## src/bsc_defines.svh

```systemverilog
// Constants of the background scan control page: layout, resets, timing.
// Assumes inclusion by bare name from the package only.
`ifndef BSC_DEFINES_SVH
`define BSC_DEFINES_SVH
// Page identity and fixed bytes
`define BSC_PAGE_CODE        6'h1C
`define BSC_SUBPAGE_CODE     8'h01
`define BSC_PAGE_LENGTH      16'h000C
// Byte offsets within the page
`define BSC_OFF_HDR          4'h0
`define BSC_OFF_SUBPAGE      4'h1
`define BSC_OFF_LEN_HI       4'h2
`define BSC_OFF_LEN_LO       4'h3
`define BSC_OFF_SCAN_FLAGS   4'h4
`define BSC_OFF_PRE_FLAGS    4'h5
`define BSC_OFF_INTV_HI      4'h6
`define BSC_OFF_INTV_LO      4'h7
`define BSC_OFF_LIMIT_HI     4'h8
`define BSC_OFF_LIMIT_LO     4'h9
`define BSC_OFF_IDLE_HI      4'hA
`define BSC_OFF_IDLE_LO      4'hB
`define BSC_OFF_SUSP_HI      4'hC
`define BSC_OFF_SUSP_LO      4'hD
// Field positions
`define BSC_BIT_SCAN_EN      0
`define BSC_BIT_LOG_UNREC    1
`define BSC_BIT_SUSP_FULL    2
`define BSC_BIT_PRE_EN       0
// Reset values and interval maximum
`define BSC_RST_FLAGS        3'h0
`define BSC_RST_INTERVAL     16'h03F0
`define BSC_RST_LIMIT        16'h0000
`define BSC_RST_IDLE_MS      16'h0000
`define BSC_RST_SUSP         16'h0000
`define BSC_MAX_INTERVAL     16'hE904
// Timing: clock rate, tick, idle floor and default
`define BSC_CLK_HZ           40000000
`define BSC_TICK_MS          50
`define BSC_HOUR_MS          3600000
`define BSC_IDLE_MIN_MS      17'h00064
`define BSC_IDLE_ZERO_MS     17'h003E8
`endif

```

## src/bsc_pkg.sv

```systemverilog
// Types shared by the background scan control modules.
// Assumes bsc_defines.svh is on the include path.
package bsc_pkg;
  `include "bsc_defines.svh"

  // Byte-wide page access from the command interpreter
  typedef struct packed {
    logic       wr;
    logic       rd;
    logic [3:0] addr;
    logic [7:0] wdata;
  } bsc_cfg_req_type;

  // Scan engine state, one-hot
  typedef enum logic [2:0] {
    BSC_ST_IDLE    = 3'h1,
    BSC_ST_PRESCAN = 3'h2,
    BSC_ST_SCAN    = 3'h4
  } bsc_state_type;
endpackage

```

## src/bsc_sat_counter.sv

```systemverilog
// Saturating up counter with synchronous clear; clear beats count.
// Assumes inc and clr are one-cycle pulses of the same clock.
`timescale 1ns/1ps
module bsc_sat_counter
  import bsc_pkg::*;
#(
  parameter int unsigned W = 16
) (
  // Clock and reset
  input  wire logic         clk,
  input  wire logic         rstn,
  // Control
  input  wire logic         clr,
  input  wire logic         inc,
  // Count
  output logic [W-1:0]      cnt
);
  logic [W-1:0] cnt_q, cnt_d;

  // Saturate so a long quiet period never wraps back to zero
  always_comb begin
    cnt_d = cnt_q;
    if (clr) begin
      cnt_d = '0;
    end else if (inc && (cnt_q != {W{1'b1}})) begin
      cnt_d = cnt_q + W'(1);
    end
  end

  always_ff @(posedge clk or negedge rstn) begin
    if (!rstn) begin
      cnt_q <= '0;
    end else begin
      cnt_q <= cnt_d;
    end
  end

  assign cnt = cnt_q;
endmodule

```

## src/bsc_scan_ctrl.sv

```systemverilog
// Background medium scan and pre-scan control page with its scheduler.
// Assumes rstn marks a power-on cycle, host inputs are synchronous to clk,
// and the nonvolatile pre-scan bits are valid at the first edge after reset.
`timescale 1ns/1ps
// Notes on behaviour
// - Page reads 1Ch, subpage 01h, length 0Ch
// - Suspend scans on full log when set
// - Log only unrecovered errors when set
// - Medium scan enable gates scanning
// - Disabling suspends scan, position kept, resumes later
// - Clearing pre-scan enable halts pre-scan
// - Pre-scan starts only after next power-on
// - Re-run needs enable zero, one, power-on
// - Interval hours between scan starts
// - Interval clamped at E904h hours
// - Pre-scan halted at hour limit, zero unlimited
// - Wait idle time first; zero means one second
// - Nonzero idle below 100 ms becomes 100
// - Idle timer steps in 50 ms ticks
// - Max suspend field stored, never used
module bsc_scan_ctrl
  import bsc_pkg::*;
#(
  parameter int unsigned TICK_CYCLES = `BSC_CLK_HZ / 1000 * `BSC_TICK_MS,
  parameter int unsigned HOUR_TICKS  = `BSC_HOUR_MS / `BSC_TICK_MS,
  parameter int unsigned POS_W       = 32,
  parameter logic        SAVABLE     = 1'b1
) (
  // Clock and reset
  input  wire logic            clk,
  input  wire logic            rstn,
  // Page access
  input  wire bsc_cfg_req_type cfg_req,
  output logic [7:0]           cfg_rdata,
  output logic                 cfg_rvalid,
  // Host activity
  input  wire logic            host_cmd,
  // Scan engine
  input  wire logic            scan_step,
  input  wire logic            scan_done,
  input  wire logic            prescan_done,
  input  wire logic            log_full,
  output logic                 scan_run,
  output logic                 prescan_run,
  output logic [POS_W-1:0]     scan_pos,
  // Medium error reports
  input  wire logic            err_valid,
  input  wire logic            err_unrecovered,
  output logic                 log_write,
  // Nonvolatile pre-scan state
  input  wire logic            nv_prescan_en,
  input  wire logic            nv_prescan_armed,
  output logic                 nv_prescan_en_out,
  output logic                 nv_prescan_armed_out
);
  // Page fields
  logic [2:0]  flags_q, flags_d;
  logic        pre_en_q, pre_en_d;
  logic [15:0] intv_q, intv_d, limit_q, limit_d;
  logic [15:0] idle_ms_q, idle_ms_d, susp_q, susp_d;
  // Sequencing
  logic        por_q, armed_q, armed_d, pend_q, pend_d, once_q, once_d;
  bsc_state_type st_q, st_d;
  logic        scan_run_q, scan_run_d, pre_run_q, pre_run_d;
  logic [POS_W-1:0] pos_q, pos_d;
  logic        log_q, log_d;
  logic [7:0]  rdata_q, rdata_d;
  logic        rvalid_q;
  // Timers
  logic        tick, hour;
  logic [15:0] idle_cnt, since_hrs, pre_hrs;
  logic        scan_start, pre_start;
  logic        medium_scan_enable, log_unrec, susp_full, susp_now, idle_ok;
  logic [15:0] intv_eff, idle_thr;
  logic [16:0] idle_eff;
  logic        pre_timeout, pre_end;

  assign medium_scan_enable    = flags_q[`BSC_BIT_SCAN_EN];
  assign log_unrec = flags_q[`BSC_BIT_LOG_UNREC];
  assign susp_full = flags_q[`BSC_BIT_SUSP_FULL];
  assign susp_now  = susp_full & log_full;

  // The 50 ms tick feeds both the idle timer and the hour count
  bsc_tick_div #(.DIV(TICK_CYCLES)) u_tick (
    .clk  (clk),
    .rstn (rstn),
    .en   (1'b1),
    .tick (tick)
  );
  bsc_tick_div #(.DIV(HOUR_TICKS)) u_hour (
    .clk  (clk),
    .rstn (rstn),
    .en   (tick),
    .tick (hour)
  );
  // Idle restarts on every host command
  bsc_sat_counter #(.W(16)) u_idle (
    .clk  (clk),
    .rstn (rstn),
    .clr  (host_cmd),
    .inc  (tick),
    .cnt  (idle_cnt)
  );
  // Hours since last scan start
  bsc_sat_counter #(.W(16)) u_since (
    .clk  (clk),
    .rstn (rstn),
    .clr  (scan_start),
    .inc  (hour),
    .cnt  (since_hrs)
  );
  // Hours spent in the current pre-scan
  bsc_sat_counter #(.W(16)) u_pre_hrs (
    .clk  (clk),
    .rstn (rstn),
    .clr  (pre_start),
    .inc  (hour & (st_q == BSC_ST_PRESCAN)),
    .cnt  (pre_hrs)
  );

  // Effective interval and idle threshold, rounded up to whole ticks
  always_comb begin
    intv_eff = (intv_q > `BSC_MAX_INTERVAL) ? `BSC_MAX_INTERVAL
                                            : intv_q;
    if (idle_ms_q == 16'h0000) begin
      idle_eff = `BSC_IDLE_ZERO_MS;
    end else if ({1'b0, idle_ms_q} < `BSC_IDLE_MIN_MS) begin
      idle_eff = `BSC_IDLE_MIN_MS;
    end else begin
      idle_eff = {1'b0, idle_ms_q};
    end
    idle_thr = 16'((idle_eff + 17'(`BSC_TICK_MS - 1)) / 17'(`BSC_TICK_MS));
  end
  assign idle_ok = (idle_cnt >= idle_thr) & ~host_cmd;

  assign pre_timeout = (limit_q != 16'h0000) & (pre_hrs >= limit_q);

  // Page writes; the maximum suspend field is kept but drives nothing
  always_comb begin
    flags_d   = flags_q;
    pre_en_d  = pre_en_q;
    intv_d    = intv_q;
    limit_d   = limit_q;
    idle_ms_d = idle_ms_q;
    susp_d    = susp_q;
    if (!por_q) begin
      pre_en_d = nv_prescan_en;
    end else if (cfg_req.wr) begin
      unique case (cfg_req.addr)
        `BSC_OFF_SCAN_FLAGS: flags_d       = cfg_req.wdata[2:0];
        `BSC_OFF_PRE_FLAGS:  pre_en_d      = cfg_req.wdata[`BSC_BIT_PRE_EN];
        `BSC_OFF_INTV_HI:    intv_d[15:8]  = cfg_req.wdata;
        `BSC_OFF_INTV_LO:    intv_d[7:0]   = cfg_req.wdata;
        `BSC_OFF_LIMIT_HI:   limit_d[15:8] = cfg_req.wdata;
        `BSC_OFF_LIMIT_LO:   limit_d[7:0]  = cfg_req.wdata;
        `BSC_OFF_IDLE_HI:    idle_ms_d[15:8] = cfg_req.wdata;
        `BSC_OFF_IDLE_LO:    idle_ms_d[7:0]  = cfg_req.wdata;
        `BSC_OFF_SUSP_HI:    susp_d[15:8]  = cfg_req.wdata;
        `BSC_OFF_SUSP_LO:    susp_d[7:0]   = cfg_req.wdata;
        default: ;
      endcase
    end
  end

  // Page reads, big-endian fields, reserved bytes read zero
  always_comb begin
    rdata_d = rdata_q;
    if (cfg_req.rd) begin
      unique case (cfg_req.addr)
        `BSC_OFF_HDR:        rdata_d = {SAVABLE, 1'b1, `BSC_PAGE_CODE};
        `BSC_OFF_SUBPAGE:    rdata_d = `BSC_SUBPAGE_CODE;
        `BSC_OFF_LEN_HI:     rdata_d = 8'(`BSC_PAGE_LENGTH >> 8);
        `BSC_OFF_LEN_LO:     rdata_d = 8'(`BSC_PAGE_LENGTH);
        `BSC_OFF_SCAN_FLAGS: rdata_d = {5'h00, flags_q};
        `BSC_OFF_PRE_FLAGS:  rdata_d = {7'h00, pre_en_q};
        `BSC_OFF_INTV_HI:    rdata_d = intv_q[15:8];
        `BSC_OFF_INTV_LO:    rdata_d = intv_q[7:0];
        `BSC_OFF_LIMIT_HI:   rdata_d = limit_q[15:8];
        `BSC_OFF_LIMIT_LO:   rdata_d = limit_q[7:0];
        `BSC_OFF_IDLE_HI:    rdata_d = idle_ms_q[15:8];
        `BSC_OFF_IDLE_LO:    rdata_d = idle_ms_q[7:0];
        `BSC_OFF_SUSP_HI:    rdata_d = susp_q[15:8];
        `BSC_OFF_SUSP_LO:    rdata_d = susp_q[7:0];
        default:             rdata_d = 8'h00;
      endcase
    end
  end

  // Scheduler: which scan is in progress and whether it may run now
  always_comb begin
    st_d       = st_q;
    pend_d     = pend_q;
    once_d     = once_q;
    scan_start = 1'b0;
    pre_start  = 1'b0;
    pre_end    = 1'b0;
    if (!por_q) begin
      pend_d = nv_prescan_en & nv_prescan_armed;
    end
    unique case (st_q)
      BSC_ST_IDLE: begin
        if (pend_q && pre_en_q && idle_ok) begin
          st_d      = BSC_ST_PRESCAN;
          pre_start = 1'b1;
        end else if (medium_scan_enable && idle_ok && !susp_now &&
                     (!once_q || since_hrs >= intv_eff)) begin
          st_d       = BSC_ST_SCAN;
          scan_start = 1'b1;
          once_d     = 1'b1;
        end
      end
      BSC_ST_PRESCAN: begin
        // Halt on disable or time limit, finish on done
        if (!pre_en_q || pre_timeout || (prescan_done && pre_run_q)) begin
          st_d    = BSC_ST_IDLE;
          pre_end = 1'b1;
          pend_d  = 1'b0;
        end
      end
      BSC_ST_SCAN: begin
        // A disabled scan stays here, suspended in place
        if (scan_done && scan_run_q) begin
          st_d = BSC_ST_IDLE;
        end
      end
      default: st_d = BSC_ST_IDLE;
    endcase
    scan_run_d = (st_d == BSC_ST_SCAN) & medium_scan_enable & idle_ok
               & ~susp_now;
    pre_run_d  = (st_d == BSC_ST_PRESCAN) & pre_en_q & idle_ok
               & ~susp_now;
  end

  // Arming: loaded at power-on, set by a zero-to-one write, which beats a pre-scan end in the same cycle
  always_comb begin
    armed_d = armed_q;
    if (!por_q) begin
      armed_d = nv_prescan_armed;
    end else if (cfg_req.wr && cfg_req.addr == `BSC_OFF_PRE_FLAGS &&
                 cfg_req.wdata[`BSC_BIT_PRE_EN] && !pre_en_q) begin
      armed_d = 1'b1;
    end else if (pre_end) begin
      armed_d = 1'b0;
    end
  end

  // Position survives suspension, restarts only with a new scan
  always_comb begin
    pos_d = pos_q;
    if (scan_start) begin
      pos_d = '0;
    end else if (scan_step && scan_run_q) begin
      pos_d = pos_q + POS_W'(1);
    end
    log_d = err_valid & (~log_unrec | err_unrecovered);
  end

  always_ff @(posedge clk or negedge rstn) begin
    if (!rstn) begin
      por_q      <= 1'b0;
      flags_q    <= `BSC_RST_FLAGS;
      pre_en_q   <= 1'b0;
      intv_q     <= `BSC_RST_INTERVAL;
      limit_q    <= `BSC_RST_LIMIT;
      idle_ms_q  <= `BSC_RST_IDLE_MS;
      susp_q     <= `BSC_RST_SUSP;
      armed_q    <= 1'b0;
      pend_q     <= 1'b0;
      once_q     <= 1'b0;
      st_q       <= BSC_ST_IDLE;
      scan_run_q <= 1'b0;
      pre_run_q  <= 1'b0;
      pos_q      <= '0;
      log_q      <= 1'b0;
      rdata_q    <= 8'h00;
      rvalid_q   <= 1'b0;
    end else begin
      por_q      <= 1'b1;
      flags_q    <= flags_d;
      pre_en_q   <= pre_en_d;
      intv_q     <= intv_d;
      limit_q    <= limit_d;
      idle_ms_q  <= idle_ms_d;
      susp_q     <= susp_d;
      armed_q    <= armed_d;
      pend_q     <= pend_d;
      once_q     <= once_d;
      st_q       <= st_d;
      scan_run_q <= scan_run_d;
      pre_run_q  <= pre_run_d;
      pos_q      <= pos_d;
      log_q      <= log_d;
      rdata_q    <= rdata_d;
      rvalid_q   <= cfg_req.rd;
    end
  end

  assign cfg_rdata            = rdata_q;
  assign cfg_rvalid           = rvalid_q;
  assign scan_run             = scan_run_q;
  assign prescan_run          = pre_run_q;
  assign scan_pos             = pos_q;
  assign log_write            = log_q;
  assign nv_prescan_en_out    = pre_en_q;
  assign nv_prescan_armed_out = armed_q;
endmodule

```

## src/bsc_tick_div.sv

```systemverilog
// Enable divider: one-cycle tick every DIV enabled cycles.
// Assumes en is a one-cycle enable from the same clock.
`timescale 1ns/1ps
module bsc_tick_div
  import bsc_pkg::*;
#(
  parameter int unsigned DIV = 2
) (
  // Clock and reset
  input  wire logic clk,
  input  wire logic rstn,
  // Enable in, tick out
  input  wire logic en,
  output logic      tick
);
  localparam int unsigned W = $clog2(DIV + 1);
  localparam logic [W-1:0] LAST = W'(DIV - 1);

  logic [W-1:0] cnt_q, cnt_d;
  logic         tick_q, tick_d;

  // Wrap the count and pulse on the last enabled cycle
  always_comb begin
    cnt_d  = cnt_q;
    tick_d = 1'b0;
    if (en) begin
      if (cnt_q == LAST) begin
        cnt_d  = '0;
        tick_d = 1'b1;
      end else begin
        cnt_d = cnt_q + W'(1);
      end
    end
  end

  always_ff @(posedge clk or negedge rstn) begin
    if (!rstn) begin
      cnt_q  <= '0;
      tick_q <= 1'b0;
    end else begin
      cnt_q  <= cnt_d;
      tick_q <= tick_d;
    end
  end

  assign tick = tick_q;
endmodule

```

## config.mk

```make
export PLATFORM = sky130hd
export DESIGN_NAME = bsc_scan_ctrl
export DESIGN_NICKNAME = d
export VERILOG_FILES = /design/src/bsc_pkg.sv /design/src/bsc_sat_counter.sv /design/src/bsc_scan_ctrl.sv /design/src/bsc_tick_div.sv
export VERILOG_INCLUDE_DIRS = /design/src
export SDC_FILE = /design/constraint.sdc
export NUM_CORES = 1
export LEC_CHECK = 0
export BUFFER_PORTS_ARGS = -buffer_cell sky130_fd_sc_hd__clkbuf_2
export CAP_MARGIN = 20
export CORE_MARGIN = 2
export CORE_UTILIZATION = 39
export CTS_CLUSTER_DIAMETER = 200
export DETAILED_ROUTE_END_ITERATION = 6
export GPL_TIMING_DRIVEN = 1
export SETUP_SLACK_MARGIN = 0.15
export SLEW_MARGIN = 20
export SYNTH_ARGS = -nofsm -noshare
export SYNTH_HDL_FRONTEND = slang
export SYNTH_HIERARCHICAL = 1
export SYNTH_SLANG_ARGS = --single-unit
export TNS_END_PERCENT = 50
```

## constraint.sdc

```tcl
create_clock -name clk -period 16.5 [get_ports clk]
set_input_delay 0 -clock clk [delete_from_list [all_inputs] [get_ports clk]]
set_output_delay 0 -clock clk [all_outputs]
set_load 0.01 [all_outputs]
```

==> metrics.log <==
INFO  metric setup_viol = 0
INFO  metric cts_resized = 0
INFO  metric ant_nets = 0
INFO  metric net-switching-power = 1.59 mW
INFO  metric ys_dominant_reg_cell = dfrtp_1
INFO  metric cp_slowest_stage_delay = 0.68 ns
INFO  metric numPortBuffers = 70
INFO  metric outcome = complete, no violations
INFO  metric p_total = 3.37 mW
INFO  metric synthArstFlopShare = 100%
INFO  metric postSynthAreaPerCell = 9.07 µm²
INFO  metric initial_core_util = 39.3%
INFO  metric holdCritPathClass = in -> async
INFO  metric start_kind = register
INFO  metric route.detailed.drc = 0
INFO  metric via_per_inst = 5.96
INFO  metric netlist_area = 14300 µm²
INFO  metric routed_wl = 39200 µm
INFO  metric r2r_setup_slack = 2.75 ns
INFO  metric combPwrFrac = 64.1%
INFO  metric grt_max_degree = 77
INFO  metric finalCoreUtilization = 44.0%
INFO  metric wl_per_cell = 18.5 µm
INFO  metric share_clk_of_total_power = 15.8%
INFO  metric synth_cell_types = 113
INFO  metric seq_cells_post_synth = 207
INFO  metric die-area = 38100 µm²
INFO  metric synth.yosys.seq_area_share = 36.4%
INFO  metric largest_reg_flops = 32
INFO  metric crit_path_max_fanout = 35
INFO  metric clock_pin_slew_on_the_worst_setup_and_hold_paths = 0.06 ns
INFO  metric cts_tree = yes
INFO  metric yosysWarnings = 6
INFO  metric ioPinCount = 71
INFO  metric crit_buf_inv = 1
INFO  metric skew = 0.0131 ns
INFO  metric slew_violations = 0
INFO  metric switching_share = 47.1%
INFO  metric drt_pre_antenna_iters = 7
INFO  metric synth_xor_xnor_area_share = 4.65%
INFO  metric timing_worst_setup_path_type = reg -> reg
INFO  metric count_of_h_tree_levels_built_during_cts = 1
INFO  metric setup.worst_path.end_class = register
INFO  metric ff2ff_path_depth = 51
INFO  metric core.rowCount = 70
INFO  metric synth_top_area_share = 35.1%
INFO  metric finalHoldViolCount = 0
INFO  metric estimated_wirelength_of_the_detail_placed_design = 28100 µm
INFO  metric period_needed = 13.75 ns
INFO  metric grt_pass1_wl = 64100 µm
INFO  metric p_leak = 6.85 nW
INFO  metric library_cell_contributing_the_largest_single_delay_on_the_critical_path = nor4_4
INFO  metric synth_cells = 1573
INFO  metric rsz0062_at_grt = no
INFO  metric syn_to_final_growth = 12.0%
INFO  metric aggregate_negative_setup_slack = 0 ns
INFO  metric final_critical_path_setup_slack = 2.75 ns
INFO  metric n_fill_cell = 3486
INFO  metric core_region_area = 36300 µm²
INFO  metric groute.usage.overall = 20.2%
INFO  metric maximum_number_of_buffers_from_clock_root_to_sink = 3
INFO  metric number_of_violations_of_the_max_capacitance_limit = 0
INFO  metric worstSetupEndpoint = u_since/cnt[9]
INFO  metric synth_adder_area_share = 4.65%
INFO  metric post-route-cell-area = 16000 µm²
INFO  metric drt-initial-drc-count = 1044
INFO  metric vias = 12600
INFO  metric largest_area_contributor_in_the_netlist = dfrtp_1
INFO  metric clkLatencyLatePin = 0.52 ns
INFO  metric dieHeight = 195 µm
INFO  metric synth_area_in_simple_gates = 23.9%
INFO  metric synth_top_family_by_area = simple AND/OR/NAND/NOR gates
INFO  metric share_seq_of_total_power = 20.1%
INFO  metric cp_num_cells = 51
INFO  metric final.hold.worst_slack = 0.00555 ns
INFO  metric reg2reg_to = u_since/cnt[9]
INFO  metric antenna_found_initial = 0
INFO  metric arrival = 14.14 ns
INFO  metric cts_buffers = 23
INFO  metric fin_nets = 1713
INFO  metric worst_setup_path_startpoint = idle_ms_q[10]
INFO  metric grt_pass1_vias = 11800
INFO  metric cell_internal_pwr = 1.78 mW
INFO  metric die_x = 195 µm
INFO  metric layout_cell_share_with_drive_strength_beyond_1 = 16.7%
INFO  metric slew_headroom = 28.7%
INFO  metric pwr_density_cell = 211 nW/µm²
INFO  metric required = 16.90 ns
INFO  metric crit_path_max_delay_family = compound AO/OA/AOI/OAI gates
INFO  metric grt-ovfl-total = 0
INFO  metric power.ir.vdd_worst = 179 µV
INFO  metric critical-path-top-cell-by-count = a21oi_1
INFO  metric dpl_cell_area = 15000 µm²
INFO  metric crit-reg2reg-launch = idle_ms_q[10]
INFO  metric maximum_clock_rate = 72.8 MHz
INFO  metric globalplace.congestion = 0.906
INFO  metric synth-edff-count = 0
INFO  metric antenna_diode_instance_count = 0
INFO  metric synth-compound-area-share = 19.6%
INFO  metric muxShareOfSynthArea = 7.27%
INFO  metric final_cells = 2119
INFO  metric number_of_placed_instances_taps_included = 2060
INFO  metric timing.final.crit_share = 83.3%
INFO  metric dp_slack = 2.93 ns
INFO  metric clkSinkCount = 207
INFO  metric worst-slew-pin-transition = 1.06 ns
INFO  metric netlist_top_cells_area = dfrtp_1, mux2_2, ha_1
INFO  metric clk_root_buffer_cell = clkbuf_16
power groups by stage:
stage | Clock, mW | Sequential [mW] | Combinational, mW
detailed placement | 0 | 0.682 | 2.12
CTS | 0.545 | 0.674 | 2.13
global placement | 0 | 0.682 | 2.10
floorplan | 0 | 0.638 | 1.72
finish | 0.531 | 0.678 | 2.16
global route | 0.568 | 0.688 | 2.38
cells by family (layout without fill, tap and decap cells):
family,after synthesis,in the layout
AOI/OAI and AO/OA,391,391
xor gates and xnor gates,74,74
adders and majority gates,53,53
muxes,93,93
other,1,2
buffers and inverters,121,198
DFF,207,207
and+or+nand+nor,633,633
cells in the final DEF, fill, tap and decap left out, types with 11 or more instances in the layout:
| cell type | netlist | final |
|---|---|---|
| dlygate4sd3_1 | 0 | 18 |
| nand4_1 | 50 | 50 |
| a211o_1 | 11 | 11 |
| or4_1 | 22 | 22 |
| o22ai_1 | 14 | 14 |
| xor2_1 | 32 | 32 |
| a21o_1 | 21 | 21 |
| nand2b_1 | 15 | 15 |
| o21ai_0 | 59 | 59 |
| and3_1 | 29 | 29 |
| or3_1 | 14 | 14 |
| nor3_1 | 25 | 23 |
| ha_1 | 53 | 53 |
| nand2_1 | 138 | 138 |
| dfrtp_1 | 200 | 200 |
| xnor2_1 | 40 | 40 |
| mux2i_1 | 14 | 14 |
| mux2_1 | 13 | 13 |
| nor4_1 | 23 | 23 |
| a211oi_1 | 13 | 13 |
| nand3_1 | 56 | 56 |
| o31ai_1 | 29 | 29 |
| a21oi_1 | 84 | 84 |
| o21ai_1 | 17 | 17 |
| mux2_2 | 64 | 64 |
| nor2b_1 | 30 | 30 |
| a31oi_1 | 21 | 21 |
| inv_1 | 56 | 56 |
| clkbuf_2 | 1 | 69 |
| and2_1 | 17 | 17 |
| clkbuf_16 | 0 | 23 |
| nor2_1 | 143 | 143 |
synthesized netlist by cell type (29+ instances only):
cell type and n:
xnor2_1 40, o31ai_1 29, nand2_1 138, xor2_1 32, and3_1 29, nand3_1 56
inv_1 56, ha_1 53, nand4_1 50, clkbuf_1 41, nor2b_1 30, dfrtp_1 200
mux2_2 64, o21ai_0 59, a21oi_1 84, nor2_1 143
routing by layer:
metal / vias to the layer above / share of wire, % / track usage, %
li1: 5991 / - / -
met1: 6277 / 49 / 29.6
met2: 308 / 45 / 32.1
met3: 55 / 4.0 / 2.19
met4: 0 / 1.8 / 4.16
met5: - / 0 / 0
timing repair:
item                      in CTS  in global routing
hold buffers                  18                  0
hold endpoints to repair     139                  0
setup buffers                  0                  0
worst min path at each step:
| stage | end | startpoint | slack (ns) | cells after the start |
|---|---|---|---|---|
| after global placement | u_pre_hrs/cnt[12] | rstn | -0.03 | 1 |
| final | u_pre_hrs/cnt[11] | rstn | 0.006 | 2 |
| after CTS | scan_pos[0] | scan_step | 0.003 | 4 |
| after floorplan | cfg_rdata[0] | rstn | -0.30 | 0 |
| after detailed placement | u_pre_hrs/cnt[11] | rstn | -0.02 | 1 |
| after global routing | u_pre_hrs/cnt[13] | rstn | 0.04 | 2 |
layout make-up:
type | count | area, µm² | share of cell area [%]
clock inverter | 12 | 148 | 0.924
inverter | 59 | 221 | 1.39
timing repair buffer | 98 | 616 | 3.85
tap | 468 | 586 | 3.66
clock buffer | 29 | 628 | 3.93
sequential | 207 | 5190 | 32.5
multi-input combinational | 1246 | 8590 | 53.8
Note: power is estimated with default switching activity, not from simulation.
